$ cat src/logic/probe_lamp_pkg.sv
`default_nettype none

package probe_lamp_pkg;

    // lamp colour codes driven to the front-panel lamp drivers
    typedef enum logic [2:0] {
        COL_OFF    = 3'h0,
        COL_RED    = 3'h1,
        COL_GREEN  = 3'h2,
        COL_BLUE   = 3'h3,
        COL_YELLOW = 3'h4,
        COL_WHITE  = 3'h5,
        COL_PURPLE = 3'h6,
        COL_LBLUE  = 3'h7
    } colour_t;

    // debug-mode connection states
    typedef enum logic [1:0] {
        DBG_CONN   = 2'b01,
        DBG_LINKED = 2'b10
    } dbg_state_t;

    // flash sequencer states
    typedef enum logic [5:0] {
        FL_SEL  = 6'b000001,
        FL_CONN = 6'b000010,
        FL_RUN  = 6'b000100,
        FL_WAIT = 6'b001000,
        FL_OK   = 6'b010000,
        FL_ERR  = 6'b100000
    } flash_state_t;

    // flash operation codes
    localparam logic [1:0] OP_ERASE  = 2'h0;
    localparam logic [1:0] OP_WRITE  = 2'h1;
    localparam logic [1:0] OP_VERIFY = 2'h2;

    // register byte offsets
    localparam logic [11:0] OFS_CTRL   = 12'h000;
    localparam logic [11:0] OFS_STATUS = 12'h004;
    localparam logic [11:0] OFS_MASK   = 12'h008;
    localparam logic [11:0] OFS_STATE  = 12'h00C;

    // control fields and reset value
    localparam int          CTRL_LAMP_EN_BIT = 0;
    localparam int          CTRL_RESTART_BIT = 1;
    localparam logic [31:0] CTRL_RESET       = 32'h0000_0001;
    localparam logic [31:0] MASK_RESET       = 32'h0000_0000;

    // event bits of status and mask
    localparam int EV_LINK_UP   = 0;
    localparam int EV_TGT_LOST  = 1;
    localparam int EV_FLASH_OK  = 2;
    localparam int EV_FLASH_ERR = 3;
    localparam int EV_TRC_FULL  = 4;
    localparam int EV_WIDTH     = 5;

    // blink timing
    localparam int BLINK_HALF_MS      = 250;
    localparam int CLK_PERIOD_NS      = 100;
    localparam int BLINK_HALF_CYCLES  = BLINK_HALF_MS * 1000000 / CLK_PERIOD_NS;

endpackage

`default_nettype wire

$ cat src/logic/probe_lamp_ctrl.sv
// Functional notes
// - core lamp green for first core family, blue for second family
// - debug mode: link lamp steady red while no target present
// - debug mode: link lamp blinks red when target present but link fails
// - debug mode: link lamp steady blue once target connection succeeded
// - debug mode initial connection: link lamp yellow during host enumeration
// - debug mode: run lamp steady red while target runs user program
// - after connection, power loss or removal lights run red until restored and restart
// - run lamp green while target halted, off otherwise
// - trace lamp off when disabled, light blue enabled, yellow when memory full
// - erase lamp white selected, blinking busy, green ok, red failure
// - write lamp purple selected, blinking busy, green ok, red failure
// - verify lamp yellow selected, blinking busy, green pass, red fail
// - flash initial connection: erase lamp red no target, blinking red link fails
// - mode switches: open/open debug, a erase-write, b verify, both all three
// - flash restart launches sequence; with result showing, first return to selected
// - switches sampled only on the first clock after reset and at restart (button press or CTRL restart bit)
`timescale 1ns/1ps
`default_nettype none

module probe_lamp_ctrl
    import probe_lamp_pkg::*;
#(
    parameter int BLINK_HALF = BLINK_HALF_CYCLES
) (
    // clock and reset
    input  wire logic        pclk,
    input  wire logic        presetn,
    // apb slave
    input  wire logic        psel,
    input  wire logic        penable,
    input  wire logic        pwrite,
    input  wire logic [11:0] paddr,
    input  wire logic [31:0] pwdata,
    output logic      [31:0] prdata,
    output logic             pready,
    output logic             pslverr,
    // front-panel switches and button
    input  wire logic        core_family_select_switch,
    input  wire logic        mode_select_switch_a,
    input  wire logic        mode_select_switch_b,
    input  wire logic        restart_button,
    // debug-link status
    input  wire logic        usb_enumerating,
    input  wire logic        target_present,
    input  wire logic        target_power_ok,
    input  wire logic        link_established,
    input  wire logic        target_run_state,
    input  wire logic        trace_capture,
    input  wire logic        trace_memory_full,
    // flash sequencing handshake
    output logic             flash_op_start,
    output logic      [1:0]  flash_op_code,
    input  wire logic        flash_op_done,
    input  wire logic        flash_op_failed,
    // lamps and interrupt
    output logic      [2:0]  core_family_lamp,
    output logic      [2:0]  link_or_erase_lamp,
    output logic      [2:0]  run_or_write_verify_lamp,
    output logic      [2:0]  trace_state_lamp,
    output logic             irq
);

    if (BLINK_HALF < 2) begin : g_bad_blink
        $error("BLINK_HALF must be at least 2");
    end

    ////////////////////////////////////////////////////////////////////////////
    // apb register file

    logic [31:0]         ctrl_q;
    logic [EV_WIDTH-1:0] status_q;
    logic [EV_WIDTH-1:0] mask_q;
    logic [EV_WIDTH-1:0] event_d;
    logic                wr_en;
    logic                mapped;
    logic [31:0]         rdata_d;
    logic [31:0]         state_word;

    assign wr_en  = psel && penable && pready && pwrite;
    assign mapped = (paddr == OFS_CTRL) || (paddr == OFS_STATUS) ||
                    (paddr == OFS_MASK) || (paddr == OFS_STATE);

    always_comb begin
        unique case (paddr)
            OFS_CTRL:   rdata_d = ctrl_q;
            OFS_STATUS: rdata_d = {{(32-EV_WIDTH){1'b0}}, status_q};
            OFS_MASK:   rdata_d = {{(32-EV_WIDTH){1'b0}}, mask_q};
            OFS_STATE:  rdata_d = state_word;
            default:    rdata_d = 32'h0000_0000;
        endcase
    end

    // zero wait states: ready during the access phase
    always_ff @(posedge pclk or negedge presetn) begin
        if (!presetn) begin
            pready  <= 1'b0;
            pslverr <= 1'b0;
            prdata  <= 32'h0000_0000;
        end else begin
            pready  <= psel && !penable;
            pslverr <= psel && !penable && !mapped;
            prdata  <= (psel && !penable && !pwrite) ? rdata_d : 32'h0000_0000;
        end
    end

    // restart bit self-clears
    always_ff @(posedge pclk or negedge presetn) begin
        if (!presetn) begin
            ctrl_q <= CTRL_RESET;
        end else if (wr_en && paddr == OFS_CTRL) begin
            ctrl_q <= {30'h0000_0000, pwdata[CTRL_RESTART_BIT], pwdata[CTRL_LAMP_EN_BIT]};
        end else begin
            ctrl_q[CTRL_RESTART_BIT] <= 1'b0;
        end
    end

    always_ff @(posedge pclk or negedge presetn) begin
        if (!presetn) begin
            mask_q <= MASK_RESET[EV_WIDTH-1:0];
        end else if (wr_en && paddr == OFS_MASK) begin
            mask_q <= pwdata[EV_WIDTH-1:0];
        end
    end

    // write one to clear; a new event wins over the clear
    always_ff @(posedge pclk or negedge presetn) begin
        if (!presetn) begin
            status_q <= '0;
        end else if (wr_en && paddr == OFS_STATUS) begin
            status_q <= (status_q & ~pwdata[EV_WIDTH-1:0]) | event_d;
        end else begin
            status_q <= status_q | event_d;
        end
    end

    always_ff @(posedge pclk or negedge presetn) begin
        if (!presetn) begin
            irq <= 1'b0;
        end else begin
            irq <= |(status_q & mask_q);
        end
    end

    ////////////////////////////////////////////////////////////////////////////
    // restart, switch sampling and blink timebase

    logic        btn_q;
    logic        booted_q;
    logic        restart_evt;
    logic        core_q;
    logic [2:0]  plan_q;
    logic        debug_mode;
    logic [31:0] blink_cnt_q;
    logic        blink_q;

    assign restart_evt = (restart_button && !btn_q) || ctrl_q[CTRL_RESTART_BIT];
    assign debug_mode  = (plan_q == 3'h0);

    always_ff @(posedge pclk or negedge presetn) begin
        if (!presetn) begin
            btn_q    <= 1'b0;
            booted_q <= 1'b0;
            core_q   <= 1'b0;
            plan_q   <= 3'h0;
        end else begin
            btn_q    <= restart_button;
            booted_q <= 1'b1;
            if (restart_evt || !booted_q) begin
                core_q <= core_family_select_switch;
                // plan bits: verify, write, erase
                plan_q <= {mode_select_switch_b, mode_select_switch_a, mode_select_switch_a};
            end
        end
    end

    always_ff @(posedge pclk or negedge presetn) begin
        if (!presetn) begin
            blink_cnt_q <= 32'h0000_0000;
            blink_q     <= 1'b0;
        end else if (blink_cnt_q == 32'(BLINK_HALF - 1)) begin
            blink_cnt_q <= 32'h0000_0000;
            blink_q     <= !blink_q;
        end else begin
            blink_cnt_q <= blink_cnt_q + 32'h0000_0001;
        end
    end

    ////////////////////////////////////////////////////////////////////////////
    // debug-mode connection tracking

    dbg_state_t dbg_q;
    logic       lost_q;
    logic       trc_full_q;
    logic       tgt_ok;

    assign tgt_ok = target_present && target_power_ok;

    always_ff @(posedge pclk or negedge presetn) begin
        if (!presetn) begin
            dbg_q  <= DBG_CONN;
            lost_q <= 1'b0;
        end else begin
            if (restart_evt) begin
                dbg_q <= DBG_CONN;
            end else if (dbg_q == DBG_CONN && link_established && tgt_ok && !usb_enumerating) begin
                dbg_q <= DBG_LINKED;
            end
            if (dbg_q == DBG_LINKED && !tgt_ok) begin
                lost_q <= 1'b1;
            end else if (restart_evt && tgt_ok) begin
                lost_q <= 1'b0;
            end
        end
    end

    always_ff @(posedge pclk or negedge presetn) begin
        if (!presetn) begin
            trc_full_q <= 1'b0;
        end else begin
            trc_full_q <= trace_memory_full;
        end
    end

    ////////////////////////////////////////////////////////////////////////////
    // flash operation sequencer

    flash_state_t fl_q;
    logic [1:0]   op_q;
    logic [2:0]   ok_q;
    logic [1:0]   next_op;
    logic         has_next;

    always_comb begin
        has_next = 1'b0;
        next_op  = OP_VERIFY;
        if (op_q == OP_ERASE && plan_q[1]) begin
            has_next = 1'b1;
            next_op  = OP_WRITE;
        end else if (op_q != OP_VERIFY && plan_q[2]) begin
            has_next = 1'b1;
            next_op  = OP_VERIFY;
        end
    end

    always_ff @(posedge pclk or negedge presetn) begin
        if (!presetn) begin
            fl_q           <= FL_SEL;
            op_q           <= OP_ERASE;
            ok_q           <= 3'h0;
            flash_op_start <= 1'b0;
            flash_op_code  <= OP_ERASE;
        end else begin
            flash_op_start <= 1'b0;
            if (restart_evt) begin
                ok_q <= 3'h0;
                op_q <= OP_ERASE;
                // a result showing returns to selected first
                fl_q <= (fl_q == FL_SEL && !debug_mode) ? FL_CONN : FL_SEL;
            end else begin
                unique case (fl_q)
                    FL_SEL: ;
                    FL_CONN: begin
                        if (link_established && tgt_ok) begin
                            fl_q <= FL_RUN;
                            op_q <= plan_q[0] ? OP_ERASE : OP_VERIFY;
                        end
                    end
                    FL_RUN: begin
                        flash_op_start <= 1'b1;
                        flash_op_code  <= op_q;
                        fl_q           <= FL_WAIT;
                    end
                    FL_WAIT: begin
                        if (flash_op_done) begin
                            if (flash_op_failed) begin
                                fl_q <= FL_ERR;
                            end else begin
                                ok_q[op_q] <= 1'b1;
                                if (has_next) begin
                                    op_q <= next_op;
                                    fl_q <= FL_RUN;
                                end else begin
                                    fl_q <= FL_OK;
                                end
                            end
                        end
                    end
                    FL_OK: ;
                    FL_ERR: ;
                endcase
            end
        end
    end

    always_comb begin
        event_d               = '0;
        event_d[EV_LINK_UP]   = dbg_q == DBG_CONN && !restart_evt && link_established &&
                                tgt_ok && !usb_enumerating;
        event_d[EV_TGT_LOST]  = dbg_q == DBG_LINKED && !tgt_ok && !lost_q;
        event_d[EV_FLASH_OK]  = fl_q == FL_WAIT && flash_op_done && !flash_op_failed &&
                                !has_next && !restart_evt;
        event_d[EV_FLASH_ERR] = fl_q == FL_WAIT && flash_op_done && flash_op_failed &&
                                !restart_evt;
        event_d[EV_TRC_FULL]  = trace_memory_full && !trc_full_q;
    end

    ////////////////////////////////////////////////////////////////////////////
    // lamp colour selection

    colour_t core_d;
    colour_t lamp2_d;
    colour_t lamp3_d;
    colour_t lamp4_d;
    logic    l3_verify;
    logic    l3_sel;
    logic    blink_on;

    assign blink_on  = blink_q;
    // lamp 3 follows verify when write is not planned, else write until the verify step is reached
    assign l3_verify = !plan_q[1] || (plan_q[2] && op_q == OP_VERIFY && fl_q != FL_SEL);
    assign l3_sel    = l3_verify ? plan_q[2] : plan_q[1];

    always_comb begin
        core_d  = core_q ? COL_BLUE : COL_GREEN;
        lamp2_d = COL_OFF;
        lamp3_d = COL_OFF;
        lamp4_d = COL_OFF;
        if (debug_mode) begin
            if (dbg_q == DBG_LINKED) begin
                lamp2_d = COL_BLUE;
            end else if (usb_enumerating) begin
                lamp2_d = COL_YELLOW;
            end else if (!target_present) begin
                lamp2_d = COL_RED;
            end else begin
                lamp2_d = blink_on ? COL_RED : COL_OFF;
            end
            if (dbg_q == DBG_LINKED) begin
                if (lost_q || target_run_state) begin
                    lamp3_d = COL_RED;
                end else begin
                    lamp3_d = COL_GREEN;
                end
            end
            if (trace_capture) begin
                lamp4_d = trace_memory_full ? COL_YELLOW : COL_LBLUE;
            end
        end else begin
            if (fl_q == FL_CONN) begin
                lamp2_d = (!target_present || blink_on) ? COL_RED : COL_OFF;
            end else if (plan_q[0]) begin
                if (fl_q == FL_ERR && op_q == OP_ERASE) begin
                    lamp2_d = COL_RED;
                end else if (ok_q[OP_ERASE]) begin
                    lamp2_d = COL_GREEN;
                end else if (fl_q != FL_SEL && op_q == OP_ERASE && !blink_on) begin
                    lamp2_d = COL_OFF;
                end else begin
                    lamp2_d = COL_WHITE;
                end
            end
            if (l3_sel && fl_q != FL_CONN) begin
                if (fl_q == FL_ERR && op_q == (l3_verify ? OP_VERIFY : OP_WRITE)) begin
                    lamp3_d = COL_RED;
                end else if (ok_q[l3_verify ? OP_VERIFY : OP_WRITE]) begin
                    lamp3_d = COL_GREEN;
                end else if ((fl_q == FL_RUN || fl_q == FL_WAIT) &&
                             op_q == (l3_verify ? OP_VERIFY : OP_WRITE) && !blink_on) begin
                    lamp3_d = COL_OFF;
                end else begin
                    lamp3_d = l3_verify ? COL_YELLOW : COL_PURPLE;
                end
            end
        end
        if (!ctrl_q[CTRL_LAMP_EN_BIT]) begin
            core_d  = COL_OFF;
            lamp2_d = COL_OFF;
            lamp3_d = COL_OFF;
            lamp4_d = COL_OFF;
        end
    end

    always_ff @(posedge pclk or negedge presetn) begin
        if (!presetn) begin
            core_family_lamp         <= COL_OFF;
            link_or_erase_lamp       <= COL_OFF;
            run_or_write_verify_lamp <= COL_OFF;
            trace_state_lamp         <= COL_OFF;
        end else begin
            core_family_lamp         <= core_d;
            link_or_erase_lamp       <= lamp2_d;
            run_or_write_verify_lamp <= lamp3_d;
            trace_state_lamp         <= lamp4_d;
        end
    end

    assign state_word = {16'h0000, fl_q, dbg_q, lost_q, core_q, blink_q, plan_q, op_q};

    logic lamps_on;
    assign lamps_on = ctrl_q[CTRL_LAMP_EN_BIT];
endmodule

`default_nettype wire

$ cat config.mk
export PLATFORM = sky130hd
export DESIGN_NAME = probe_lamp_ctrl
export DESIGN_NICKNAME = d
export VERILOG_FILES = /design/src/logic/probe_lamp_pkg.sv /design/src/logic/probe_lamp_ctrl.sv
export SDC_FILE = /design/constraint.sdc
export NUM_CORES = 1
export LEC_CHECK = 0
export BUFFER_PORTS_ARGS = -buffer_cell sky130_fd_sc_hd__buf_2
export CAP_MARGIN = 40
export CORE_ASPECT_RATIO = 1.4
export CORE_MARGIN = 10
export CORE_UTILIZATION = 44
export DETAILED_ROUTE_END_ITERATION = 8
export HOLD_SLACK_MARGIN = 0.15
export PLACE_DENSITY = 0.68
export SYNTH_ARGS = -nofsm -noshare
export SYNTH_HDL_FRONTEND = slang
export SYNTH_SLANG_ARGS = --single-unit
$ cat constraint.sdc
create_clock -name pclk -period 5.4 [get_ports pclk]
set_input_delay 0.27 -clock pclk [delete_from_list [all_inputs] [get_ports pclk]]
set_output_delay 0.27 -clock pclk [all_outputs]
set_load 0.02 [all_outputs]
### After elaboration in Yosys (flattened, before gate mapping)

Index checks and enable logic that the tools add are counted.

| storage, ports and cells | value |
|---|---|
| logic and storage cells | 204 |
| flip-flop bits (word level) | 116 |
| output and inout bits | 50 |

| operators by class | value |
|---|---|
| $add $sub $neg | 1 |
| equality and inequality tests | 21 |
| bitwise operators | 7 |
| reductions and logical operators | 81 |
| mux-type cells | 65 |
| magnitude comparators | 3 |

Operator list:

| kind | count |
|---|---|
| $mux W3 | 22 |
| $mux W32 | 2 |
| $pmux W16 S4 | 1 |
| $logic_and A1 B1 Y1 | 42 |
| $add A32 B1 Y32 const B | 1 |
| $eq A32 B22 Y1 const B | 1 |
| $mux W2 | 16 |
| $eq A12 B4 Y1 const B | 2 |
| $mux W6 | 4 |
| $pmux W6 S3 | 1 |
| $logic_not A1 Y1 | 16 |
| $mux W1 | 14 |
| $eq A12 B3 Y1 const B | 1 |
| $logic_not A12 Y1 | 1 |
| $ne A3 B3 Y1 const B | 4 |
| $and A5 B5 Y5 | 2 |
| $mux W5 | 2 |
| $or A5 B5 Y5 | 2 |
| $logic_or A1 B1 Y1 | 9 |
| $reduce_bool A2 Y1 | 4 |
| $eq A6 B1 Y1 const B | 1 |
| $eq A6 B2 Y1 const B | 1 |
| $eq A6 B3 Y1 const B | 1 |
| $eq A6 B4 Y1 const B | 1 |
| other kinds (24) | 27 |

### Depth between registers and ports, before layout

Gate-level depths: netlist of run 1.

| logic depth | value |
|---|---|
| word-level depth | 14 |
| mapped depth | 7 |
| gate-level depth less buffers | 6 |

### Least setup slack after synthesis of run 1

OpenSTA, ideal clock, no wires.

| timing path | value |
|---|---|
| path kind | reg2reg |
| start | register fl_q[3] |
| end | register run_or_write_verify_lamp[1] |
| clock period less this slack | 1.970 ns |
| stages on the path, launching flop included | 7 |
| buffers on the path | 1 |
| data arrival time | 1.893 ns |
| slack | 3.430 ns |
| data required time | 5.323 ns |
| path through | dfrtp_1 > buf_6 > or4_4 > o311ai_4 > o211ai_2 > a221o_1 > a21oi_1 |

| between the ends | value |
|---|---|
| longest elaborated chain between the ends | 13 |
| elaborated cells on any way between the ends | 24 |
| those cells by class | eq/ne: 6; mux: 11; reduce/logical: 7 |

Ends and longest elaborated chain:

| element | RTL line | RTL |
|---|---|---|
| start, declared | probe_lamp_ctrl.sv:228 | `flash_state_t fl_q;` |
| start signal, assigned | probe_lamp_ctrl.sv:259 | `fl_q <= (fl_q == FL_SEL && !debug_mode) ? FL_CONN : FL_SEL;` |
| $ne A6 B1 Y1 | probe_lamp_ctrl.sv:321 | `assign l3_verify = !plan_q[1] \|\| (plan_q[2] && op_q == OP_VERIFY && fl_q != FL_SEL);` |
| $logic_and A1 B1 Y1 | probe_lamp_ctrl.sv:321 |  |
| $logic_or A1 B1 Y1 | probe_lamp_ctrl.sv:321 |  |
| $mux W2 | probe_lamp_ctrl.sv:364, probe_lamp_ctrl.sv:366, probe_lamp_ctrl.sv:369 |  |
| $eq A2 B2 Y1 | probe_lamp_ctrl.sv:364, probe_lamp_ctrl.sv:369 |  |
| $logic_and A1 B1 Y1 | probe_lamp_ctrl.sv:368 | `end else if ((fl_q == FL_RUN \|\| fl_q == FL_WAIT) &&` |
| $logic_and A1 B1 Y1 | probe_lamp_ctrl.sv:369 | `op_q == (l3_verify ? OP_VERIFY : OP_WRITE) && !blink_on) begin` |
| $mux W3 | probe_lamp_ctrl.sv:368 |  |
| $mux W3 | probe_lamp_ctrl.sv:366 | `end else if (ok_q[l3_verify ? OP_VERIFY : OP_WRITE]) begin` |
| $mux W3 | probe_lamp_ctrl.sv:364 | `if (fl_q == FL_ERR && op_q == (l3_verify ? OP_VERIFY : OP_WRITE)) begin` |
| $mux W3 (*) | probe_lamp_ctrl.sv:363 | `if (l3_sel && fl_q != FL_CONN) begin` |
| $mux W3 (*) | probe_lamp_ctrl.sv:329 | `if (debug_mode) begin` |
| $mux W3 (*) | probe_lamp_ctrl.sv:376 | `if (!ctrl_q[CTRL_LAMP_EN_BIT]) begin` |
| via lamp3_d[1] | probe_lamp_ctrl.sv:313 | `colour_t lamp3_d;` |
| end signal, assigned | probe_lamp_ctrl.sv:393 | `run_or_write_verify_lamp <= lamp3_d;` |
| end, declared | probe_lamp_ctrl.sv:59 | `output logic [2:0] run_or_write_verify_lamp,` |

The timed path passes the listed nets; every way through them passes the cells marked *. The select of a mux whose other input is x is not followed.
A chain may end at the register's enable or synchronous reset.

### Final worst setup path of run 1

| timing path | value |
|---|---|
| start | register fl_q[2] |
| end | register run_or_write_verify_lamp[1] |

Same word-level chain as after synthesis.

==> results.yml, run 1 <==
grt:
  grt_overflow_total: 0
  grt_start_max_net_pins: 60
  grt_pass1_wl_um: 17300
  antenna_found_initial: 0
  grt_pass1_vias: 3536
  grt.total_usage: 0.144
layout:
  antenna_cells: 0
  fin_nets: 557
  post-route-cell-area_mm2: 0.00525
  drive_gt1_frac: 0.220
  syn_to_final_growth_pct: 16.9
synthesis:
  synth_edf_count: 0
  synth-seq-area-share: 0.542
  synth_area_leaders: "dfrtp_1 52%, nand2_1 3.2%, buf_4 3.0%"
  yosysTopAreaCell: "dfrtp_1"
  yosys.area.top_type_share: 0.524
  synth.most_common_cell: "dfrtp_1"
  async_flop_share: 1.00
  synth-seq-cells: 97
  synth_cell_type_count: 58
  ys_dominant_reg_cell: "dfrtp_1"
  ys_top_cells_by_count: "94 x dfrtp_1, 38 x nand2_1, 35 x nor2_1, 18 x buf_4, 17 x nand3_1"
  synth.avg_cell_area_um2: 10.7
  synthCells: 421
  syn-cell-area_mm2: 0.00449
  ys_warn_count: 0
setup_path:
  crit_arrival_ns: 2.43
  cp-end-kind: "register"
  crit_required_ns: 5.65
  path_delay_family: "compound AO/OA/AOI/OAI gates"
  worstSetupStartpointType: "register"
  crit_fanout: 10
  worstPathCellList: "or4_4 > o311ai_4 > o211ai_2 > a221o_1 > a21oi_1"
  worst_path_max_delay_cell: "or4_4"
  crit_type: "reg2reg"
  slowest_delay_ns: 0.59
  path_buf_inv: 0
timing:
  period_share: 0.403
  holdWs_ns: 0.164
  finalSetupViolCount: 0
  slew_viol_final: 0
  finalHoldViolations: 0
  period_minus_slack_ns: 2.17
  fmax_mhz: 460
  rsz0062_at_grt: "no"
  setup_tns_ns: 0
  skew_ns: 0.00686
  relSlewSlack: 0.514
  worst_slew_pin_slew_ns: 0.728
clock_network:
  clockBufferDepth: 2
  cts_root_buffer: "clkbuf_16"
  postCtsSetupBuffers: 0
  clk_latency_ns: 0.35
  tritoncts: "yes"
  cts_buffers: 9
  path_clk_slew_ns: 0.06
  h-tree-depth: 3
  clkSinkCount: 97
power:
  static-leakage-power_nw: 2.55
  p_per_area_mw_per_mm2: 315
  irDropWorstVdd_mv: 0.199
floorplanning:
  rows: 43
  die_area_mm2: 0.0147
  die_y_um: 140
  start_util: 0.451
  ios: 112
  die_x_um: 105
  core_mm2: 0.00995
placement:
  dpl_cell_area_mm2: 0.00488
  gp_congestion: 0.887
  port_buffers: 67
  place_hpwl_um: 7770
routing:
  avgRoutedWirePerCell_um: 16.3
  drt_iter0_markers: 177
  drcViolationCount: 0
  viasPerCell: 5.34
  ant_nets: 0
  first_pass_iters: 4
  wl_um: 10300
  vias: 3383
status:
  status: "finished clean"
min_path:
  min_path_type: "in2reg"
flow_run:
  cap_violations: 0
[registers in the layout, summed over array words and instances, names as in the netlist, 3 cells and up]
name / cells
run_or_write_verify_lamp: 3
mask_q: 5
fl_q: 6
prdata: 16
ok_q: 3
status_q: 5
blink_cnt_q: 32
link_or_erase_lamp: 3
[report_power, final]
part / leakage, nW / internal, W / total, W / switching [W]
combinational: 1.11 / 0.0000798 / 0.000200 / 0.000120
clock: 0.153 / 0.000373 / 0.000646 / 0.000273
sequential: 1.29 / 0.000762 / 0.000806 / 0.0000443
[area by class of cell]
type,instances,area (um2)
sequential,97,2430
multi-input combinational,300,1880
clock inverter,6,66.3
timing repair buffer,76,418
fill,905,4710
tap,135,169
clock buffer,10,239
inverter,10,37.5
[metal layers]
layer / vias up / global-route usage / wire [um]
met5: - / 0 / 0
met4: 0 / 0.0529 / 153
met3: 14 / 0.0453 / 575
met2: 101 / 0.245 / 5330
met1: 1658 / 0.163 / 4240
li1: 1610 / - / -
[worst register-to-register path, cell delays in order, from the launching register on]
cell      delay (ns)
dfrtp_1         0.50
or4_4           0.59
o311ai_4        0.28
o211ai_2        0.17
a221o_1         0.37
a21oi_1         0.18
[per-stage QoR]
step | util | std cells | total power (W) | setup slack, ns
after global routing | 0.527 | 634 | 0.00172 | 3.12
after CTS | 0.527 | 634 | 0.00166 | 3.25
after global placement | 0.489 | 610 | 0.00101 | 3.26
final | 0.527 | 634 | 0.00165 | 3.23
after floorplan | - | 437 | 0.000954 | 3.43
after detailed placement | 0.490 | 612 | 0.00101 | 3.24
[cell usage in the layout (no fill, tap or decap), types with 11 or more instances in the layout]
| cell | synthesis | routed |
|---|---|---|
| nor3_1 | 12 | 12 |
| nand4_1 | 11 | 11 |
| buf_2 | 0 | 67 |
| conb_1 | 2 | 18 |
| o21ai_0 | 15 | 15 |
| nor2b_1 | 12 | 12 |
| nor2_1 | 35 | 35 |
| nand3_1 | 17 | 17 |
| dfrtp_1 | 94 | 94 |
| a21oi_1 | 14 | 14 |
| and2_1 | 11 | 11 |
| nand2_1 | 38 | 38 |
| xnor2_1 | 15 | 15 |
| xor2_1 | 12 | 12 |
[final timing paths]
path | start | to | slack [ns] | cells past startpoint
setup reg to reg | fl_q[2]$_DFFE_PN0P_ | run_or_write_verify_lamp[1]$_DFF_PN0_ | 3.23 | 5
setup / recovery | fl_q[2]$_DFFE_PN0P_ | run_or_write_verify_lamp[1]$_DFF_PN0_ | 3.23 | 5
hold reg to reg | dbg_q[0]$_DFFE_PN1P_ | dbg_q[0]$_DFFE_PN1P_ | 0.48 | 2
hold / removal | core_family_select_switch | core_q$_DFFE_PN0P_ | 0.16 | 2
min in group asynchronous | presetn | prdata[6]$_DFF_PN0_ | 0.45 | 2
max in group asynchronous | presetn | prdata[10]$_DFF_PN0_ | 3.83 | 3
[cells by family after synthesis]
kind of cell,after synthesis,share of synthesized area
compound gates,63,0.0976
fa+ha+maj,1,0.00279
mux,13,0.0374
other cells,2,0.00167
simple gates,178,0.214
xor+xnor,27,0.0527
flops,97,0.542
buf+inv,40,0.0519
[repair_timing]
item,4_1_cts,5_1_grt
resized for setup,0,0
hold buffers,6,0
hold endpoints to repair,42,0
No activity file was read; power rests on OpenSTA's default activity.
==> run 2: changes to the inputs <==
==> constraint.sdc (replaced) <==
create_clock -name pclk -period 2.2 [get_ports pclk]
set_input_delay 0.11 -clock pclk [delete_from_list [all_inputs] [get_ports pclk]]
set_output_delay 0.11 -clock pclk [all_outputs]
set_load 0.02 [all_outputs]
==> run 2 against run 1 <==
Core utilization up 3.3 points. Sequential share of layout area down 2.7 points. Fmax up 9.1%. Clock-buffer cell count up 1. Largest cell class unchanged. Critical path type unchanged. Via count up 2.7%. Non-clock buffer count up 27. Sequential power up 140%.
==> results.yml, run 2 (synthesis gave the netlist of run 1 again) <==
status:
  status: "finished clean"
clock_network:
  tritoncts: "yes"
  cts_root_buffer: "clkbuf_16"
  cts_buffers: 9
  path_clk_slew_ns: 0.06
  clkSinkCount: 97
  cts_resized: 0
  h-tree-depth: 3
  clk_latency_ns: 0.34
  postCtsSetupBuffers: 0
  clockBufferDepth: 2
layout:
  antenna_cells: 0
  fin_nets: 584
  drive_gt1_frac: 0.230
  max_flop_register: "blink_cnt_q"
  top_regs: "blink_cnt_q x32, prdata x16, fl_q x6"
  syn_to_final_growth_pct: 24.2
  mostFrequentLayoutCells: "94 x dfrtp_1, 66 x buf_2, 38 x nand2_1"
  final_common_cell: "dfrtp_1"
  largest_reg_flops: 32
placement:
  preCtsSetupSlack_ns: 0.222
  place_hpwl_um: 7860
  port_buffers: 67
  gp_congestion: 0.859
setup_path:
  crit_type: "reg2reg"
  crit_start: "fl_q[4]$_DFFE_PN0P_"
  worstPathCellList: "or4_1 > nor3b_2 > a21o_1 > a31oi_1 > a311oi_1"
  worstSetupStartpointType: "register"
  slowest_delay_ns: 0.59
  crit_fanout: 8
  cp-end-kind: "register"
  crit_arrival_ns: 2.23
  crit_required_ns: 2.44
  worst_path_max_delay_cell: "or4_1"
  r2r_start: "fl_q[4]$_DFFE_PN0P_"
power:
  p_per_area_mw_per_mm2: 797
  static-leakage-power_nw: 2.71
  power.total_w: 0.00444
  irDropWorstVdd_mv: 0.404
routing:
  drt_iter0_markers: 137
  wl_um: 10600
  vias: 3476
  first_pass_iters: 7
  viasPerCell: 5.26
  avgRoutedWirePerCell_um: 16.1
  ant_nets: 0
  drcViolationCount: 0
timing:
  worst_slew_pin_slew_ns: 0.562
  period_share: 0.906
  rsz0062_at_grt: "no"
  setup_tns_ns: 0
  skew_ns: 0.00476
  period_minus_slack_ns: 1.99
  slew_viol_final: 0
  finalHoldViolations: 0
  holdWs_ns: 0.160
  finalSetupViolCount: 0
  fmax_mhz: 501
  worst_slack_ns: 0.206
  relSlewSlack: 0.624
min_path:
  min_path_type: "in2reg"
  hold_start: "paddr[3]"
floorplanning:
  die_area_mm2: 0.0147
  core_mm2: 0.00995
  die_x_um: 105
  start_util: 0.451
  die_y_um: 140
  rows: 43
  ios: 112
grt:
  grt.total_usage: 0.145
  antenna_found_initial: 0
  grt_overflow_total: 0
  grt_pass1_vias: 3705
  grt_pass1_wl_um: 17600
  grt_start_max_net_pins: 98
flow_run:
  cap_violations: 0
[run 2: power breakdown]
group	switching (W)	internal, W
Clock	0.000629	0.00128
Combinational	0.000355	0.000242
Sequential	0.0000606	0.00187
[run 2: worst paths after layout]
check | end | cells after the start | slack, ns
max | op_q[1]$_DFFE_PN0P_ | 5 | 0.21
min | prdata[10]$_DFF_PN0_ | 3 | 0.16
max reg2reg | op_q[1]$_DFFE_PN0P_ | 5 | 0.21
min reg2reg | dbg_q[0]$_DFFE_PN1P_ | 2 | 0.48
max in group asynchronous | ctrl_q[0]$_DFFE_PN1P_ | 3 | 1.43
min in group asynchronous | prdata[6]$_DFF_PN0_ | 3 | 0.36
[run 2: area by class of cell]
type                       instances  area (um2)
timing repair buffer             103         676
inverter                          10        37.5
clock inverter                     5         125
fill                             891        4380
clock buffer                      11         253
sequential                        97        2430
tap                              135         169
multi-input combinational        300        1880
[run 2: stage by stage]
stage | area (um2) | util | cells
floorplan | 4550 | - | 437
global placement | 4980 | 0.500 | 623
finish | 5580 | 0.560 | 661
detailed placement | 4980 | 0.500 | 623
global route | 5580 | 0.560 | 661
CTS | 5580 | 0.560 | 661
[run 2: critical path, delay by kind of cell, from the launching register on]
kind,cells,cell delay [ns]
AO/OA/AOI/OAI,3,0.52
AND/OR/NAND/NOR,2,0.95
flip-flops,1,0.43
[run 2: layer usage]
layer,share of wire,wire (um),track usage,up-vias
li1,-,-,-,1655
met1,0.41,4340,0.162,1716
met2,0.53,5650,0.259,85
met3,0.036,384,0.0268,20
met4,0.024,255,0.0623,0
met5,0,0,0,-
[run 2: what timing repair did]
item | CTS | global route
endpoints found under the setup margin | 0 | 0
endpoints found under the hold margin | 120 | 0
hold buffers | 22 | 0
==> run 3: changes to the inputs <==
--- a/config.mk
+++ b/config.mk
@@ -12,7 +12,7 @@
 export CORE_UTILIZATION = 44
 export DETAILED_ROUTE_END_ITERATION = 8
 export HOLD_SLACK_MARGIN = 0.15
-export PLACE_DENSITY = 0.68
+export PLACE_DENSITY = 0.71
 export SYNTH_ARGS = -nofsm -noshare
 export SYNTH_HDL_FRONTEND = slang
 export SYNTH_SLANG_ARGS = --single-unit
==> constraint.sdc (replaced) <==
create_clock -name pclk -period 1.8 [get_ports pclk]
set_input_delay 0.09 -clock pclk [delete_from_list [all_inputs] [get_ports pclk]]
set_output_delay 0.09 -clock pclk [all_outputs]
set_load 0.02 [all_outputs]
==> run 3 against run 2 <==
The run now ends with setup timing left. Combinational power grew 48%. Worst hold slack worse by 0.0055 ns. Critical endpoint is now run_or_write_verify_lamp[1]$_DFF_PN0_. Sequential power increased by 22%. Setup slack worse by 0.38 ns. Critical path type unchanged. Clock skew grew 0.0061 ns. Clock-buffer cell count is 1 higher.
==> results.yml, run 3 (synthesis gave the netlist of run 1 again) <==
layout:
  multi_input_area_mm2: 0.00200
  fin_nets: 612
  antenna_cells: 0
  fill_cells: 834
  top_regs: "blink_cnt_q x32, prdata x16, fl_q x6"
  final_common_cell: "dfrtp_1"
  max_flop_register: "blink_cnt_q"
  syn_to_final_growth_pct: 30.0
  seq_area_mm2: 0.00243
  final_core_util: 0.586
  drive_gt1_frac: 0.301
  largest_reg_flops: 32
  mostFrequentLayoutCells: "92 x dfrtp_1, 67 x buf_2, 40 x buf_4"
routing:
  vias: 3650
  drcViolationCount: 0
  drt_iter0_markers: 158
  wl_um: 11700
  viasPerCell: 5.30
  first_pass_iters: 5
  avgRoutedWirePerCell_um: 16.9
  ant_nets: 0
clock_network:
  clkSinkCount: 97
  tritoncts: "yes"
  h-tree-depth: 3
  cts_buffers: 9
  clk_latency_ns: 0.36
  cts_root_buffer: "clkbuf_16"
  clockBufferDepth: 2
  path_clk_slew_ns: 0.06
floorplanning:
  rows: 43
  die_area_mm2: 0.0147
  core_mm2: 0.00995
  start_util: 0.451
  die_y_um: 140
  die_x_um: 105
  ios: 112
grt:
  grt_pass1_wl_um: 18800
  grt_overflow_total: 0
  grt_start_max_net_pins: 45
  grt.total_usage: 0.158
  grt_pass1_vias: 3842
  antenna_found_initial: 0
setup_path:
  crit_fanout: 3
  crit_type: "reg2reg"
  worstSetupStartpointType: "register"
  cp-end-kind: "register"
  crit_arrival_ns: 2.25
  crit_required_ns: 2.08
power:
  internal_power_w: 0.00382
  power.total_w: 0.00522
  irDropWorstVdd_mv: 0.535
  static-leakage-power_nw: 2.86
  p_per_area_mw_per_mm2: 894
  switching_share: 0.267
  switchingPower_w: 0.00139
  seqPwrFrac: 0.452
  clkPwrFrac: 0.379
  combPwrFrac: 0.169
timing:
  period_share: 1.10
  finalHoldViolations: 0
  holdWs_ns: 0.155
  worst_slack_ns: -0.176
  fmax_mhz: 506
  finalSetupViolCount: 11
  rsz0062_at_grt: "yes"
  slew_viol_final: 0
  skew_ns: 0.0108
  period_minus_slack_ns: 1.98
placement:
  port_buffers: 67
  place_hpwl_um: 8580
  gp_congestion: 0.879
  preCtsSetupSlack_ns: -0.146
flow_run:
  cap_violations: 0
status:
  status: "finished, violations left"
  violations: "setup timing"
min_path:
  min_path_type: "in2reg"
## run 3: cell types whose count changed in the layout (fill, tap and decap cells not counted), sizes merged
cell,before,now
buf,81,109
bufinv,4,1
clkinvlp,0,3
clkbuf,11,12
clkinv,1,0
## run 3: what timing repair did
item,4_1_cts,5_1_grt
setup buffers,1,2
setup endpoints to repair,7,27
gates cloned,0,1
gates resized for setup,2,24
hold buffers,22,0
pin swaps,5,9
hold endpoints to repair,125,0
## run 3: per-layer routing
layer | track usage | vias to the layer above | routed length, um
met2 | 0.276 | 115 | 6320
met5 | 0 | - | 0
met3 | 0.0333 | 24 | 488
li1 | - | 1707 | -
met4 | 0.0797 | 0 | 272
met1 | 0.176 | 1804 | 4590
## run 3: final timing paths
check / slack [ns] / end / cells past startpoint / from
max: -0.18 / run_or_write_verify_lamp[1]$_DFF_PN0_ / 5 / fl_q[2]$_DFFE_PN0P_
min: 0.15 / fl_q[5]$_DFFE_PN0P_ / 3 / flash_op_failed
max reg2reg: -0.18 / run_or_write_verify_lamp[1]$_DFF_PN0_ / 5 / fl_q[2]$_DFFE_PN0P_
min reg2reg: 0.48 / dbg_q[0]$_DFFE_PN1P_ / 2 / dbg_q[0]$_DFFE_PN1P_
max in group asynchronous: 0.97 / fl_q[0]$_DFFE_PN1P_ / 3 / presetn
min in group asynchronous: 0.20 / link_or_erase_lamp[0]$_DFF_PN0_ / 2 / presetn
## run 3: power by group through the flow
| stage | Combinational (W) | Sequential [W] | Clock [W] |
|---|---|---|---|
| global route | 0.000967 | 0.00237 | 0.00209 |
| CTS | 0.000846 | 0.00235 | 0.00202 |
| floorplan | 0.000458 | 0.00241 | 0 |
| detailed placement | 0.000793 | 0.00239 | 0 |
| global placement | 0.000780 | 0.00239 | 0 |
| finish | 0.000881 | 0.00236 | 0.00198 |
## run 3: layout make-up
cell class / count / area share
inverter: 10 / 0.00644
clock buffer: 12 / 0.0440
clock inverter: 4 / 0.00901
multi-input combinational: 300 / 0.342
tap: 135 / 0.0290
sequential: 97 / 0.417
timing repair buffer: 131 / 0.152
## run 3: per-stage QoR
| step | setup TNS [ns] | instances | area (um2) |
|---|---|---|---|
| 2_1_floorplan | -0.338 | 437 | 4550 |
| 3_3_place_gp | -0.121 | 647 | 5160 |
| 3_5_place_dp | -0.279 | 647 | 5160 |
| 4_1_cts | -0.178 | 686 | 5700 |
| 5_1_grt | -1.59 | 689 | 5830 |
| 6_report | -0.428 | 689 | 5830 |
## run 3: worst max-delay path: stages, from the launching register on
cell and delay, ns:
dfrtp_1 0.38, or4_4 0.55, o311ai_4 0.32, o211ai_2 0.16, a221o_1 0.37, a21oi_2 0.12
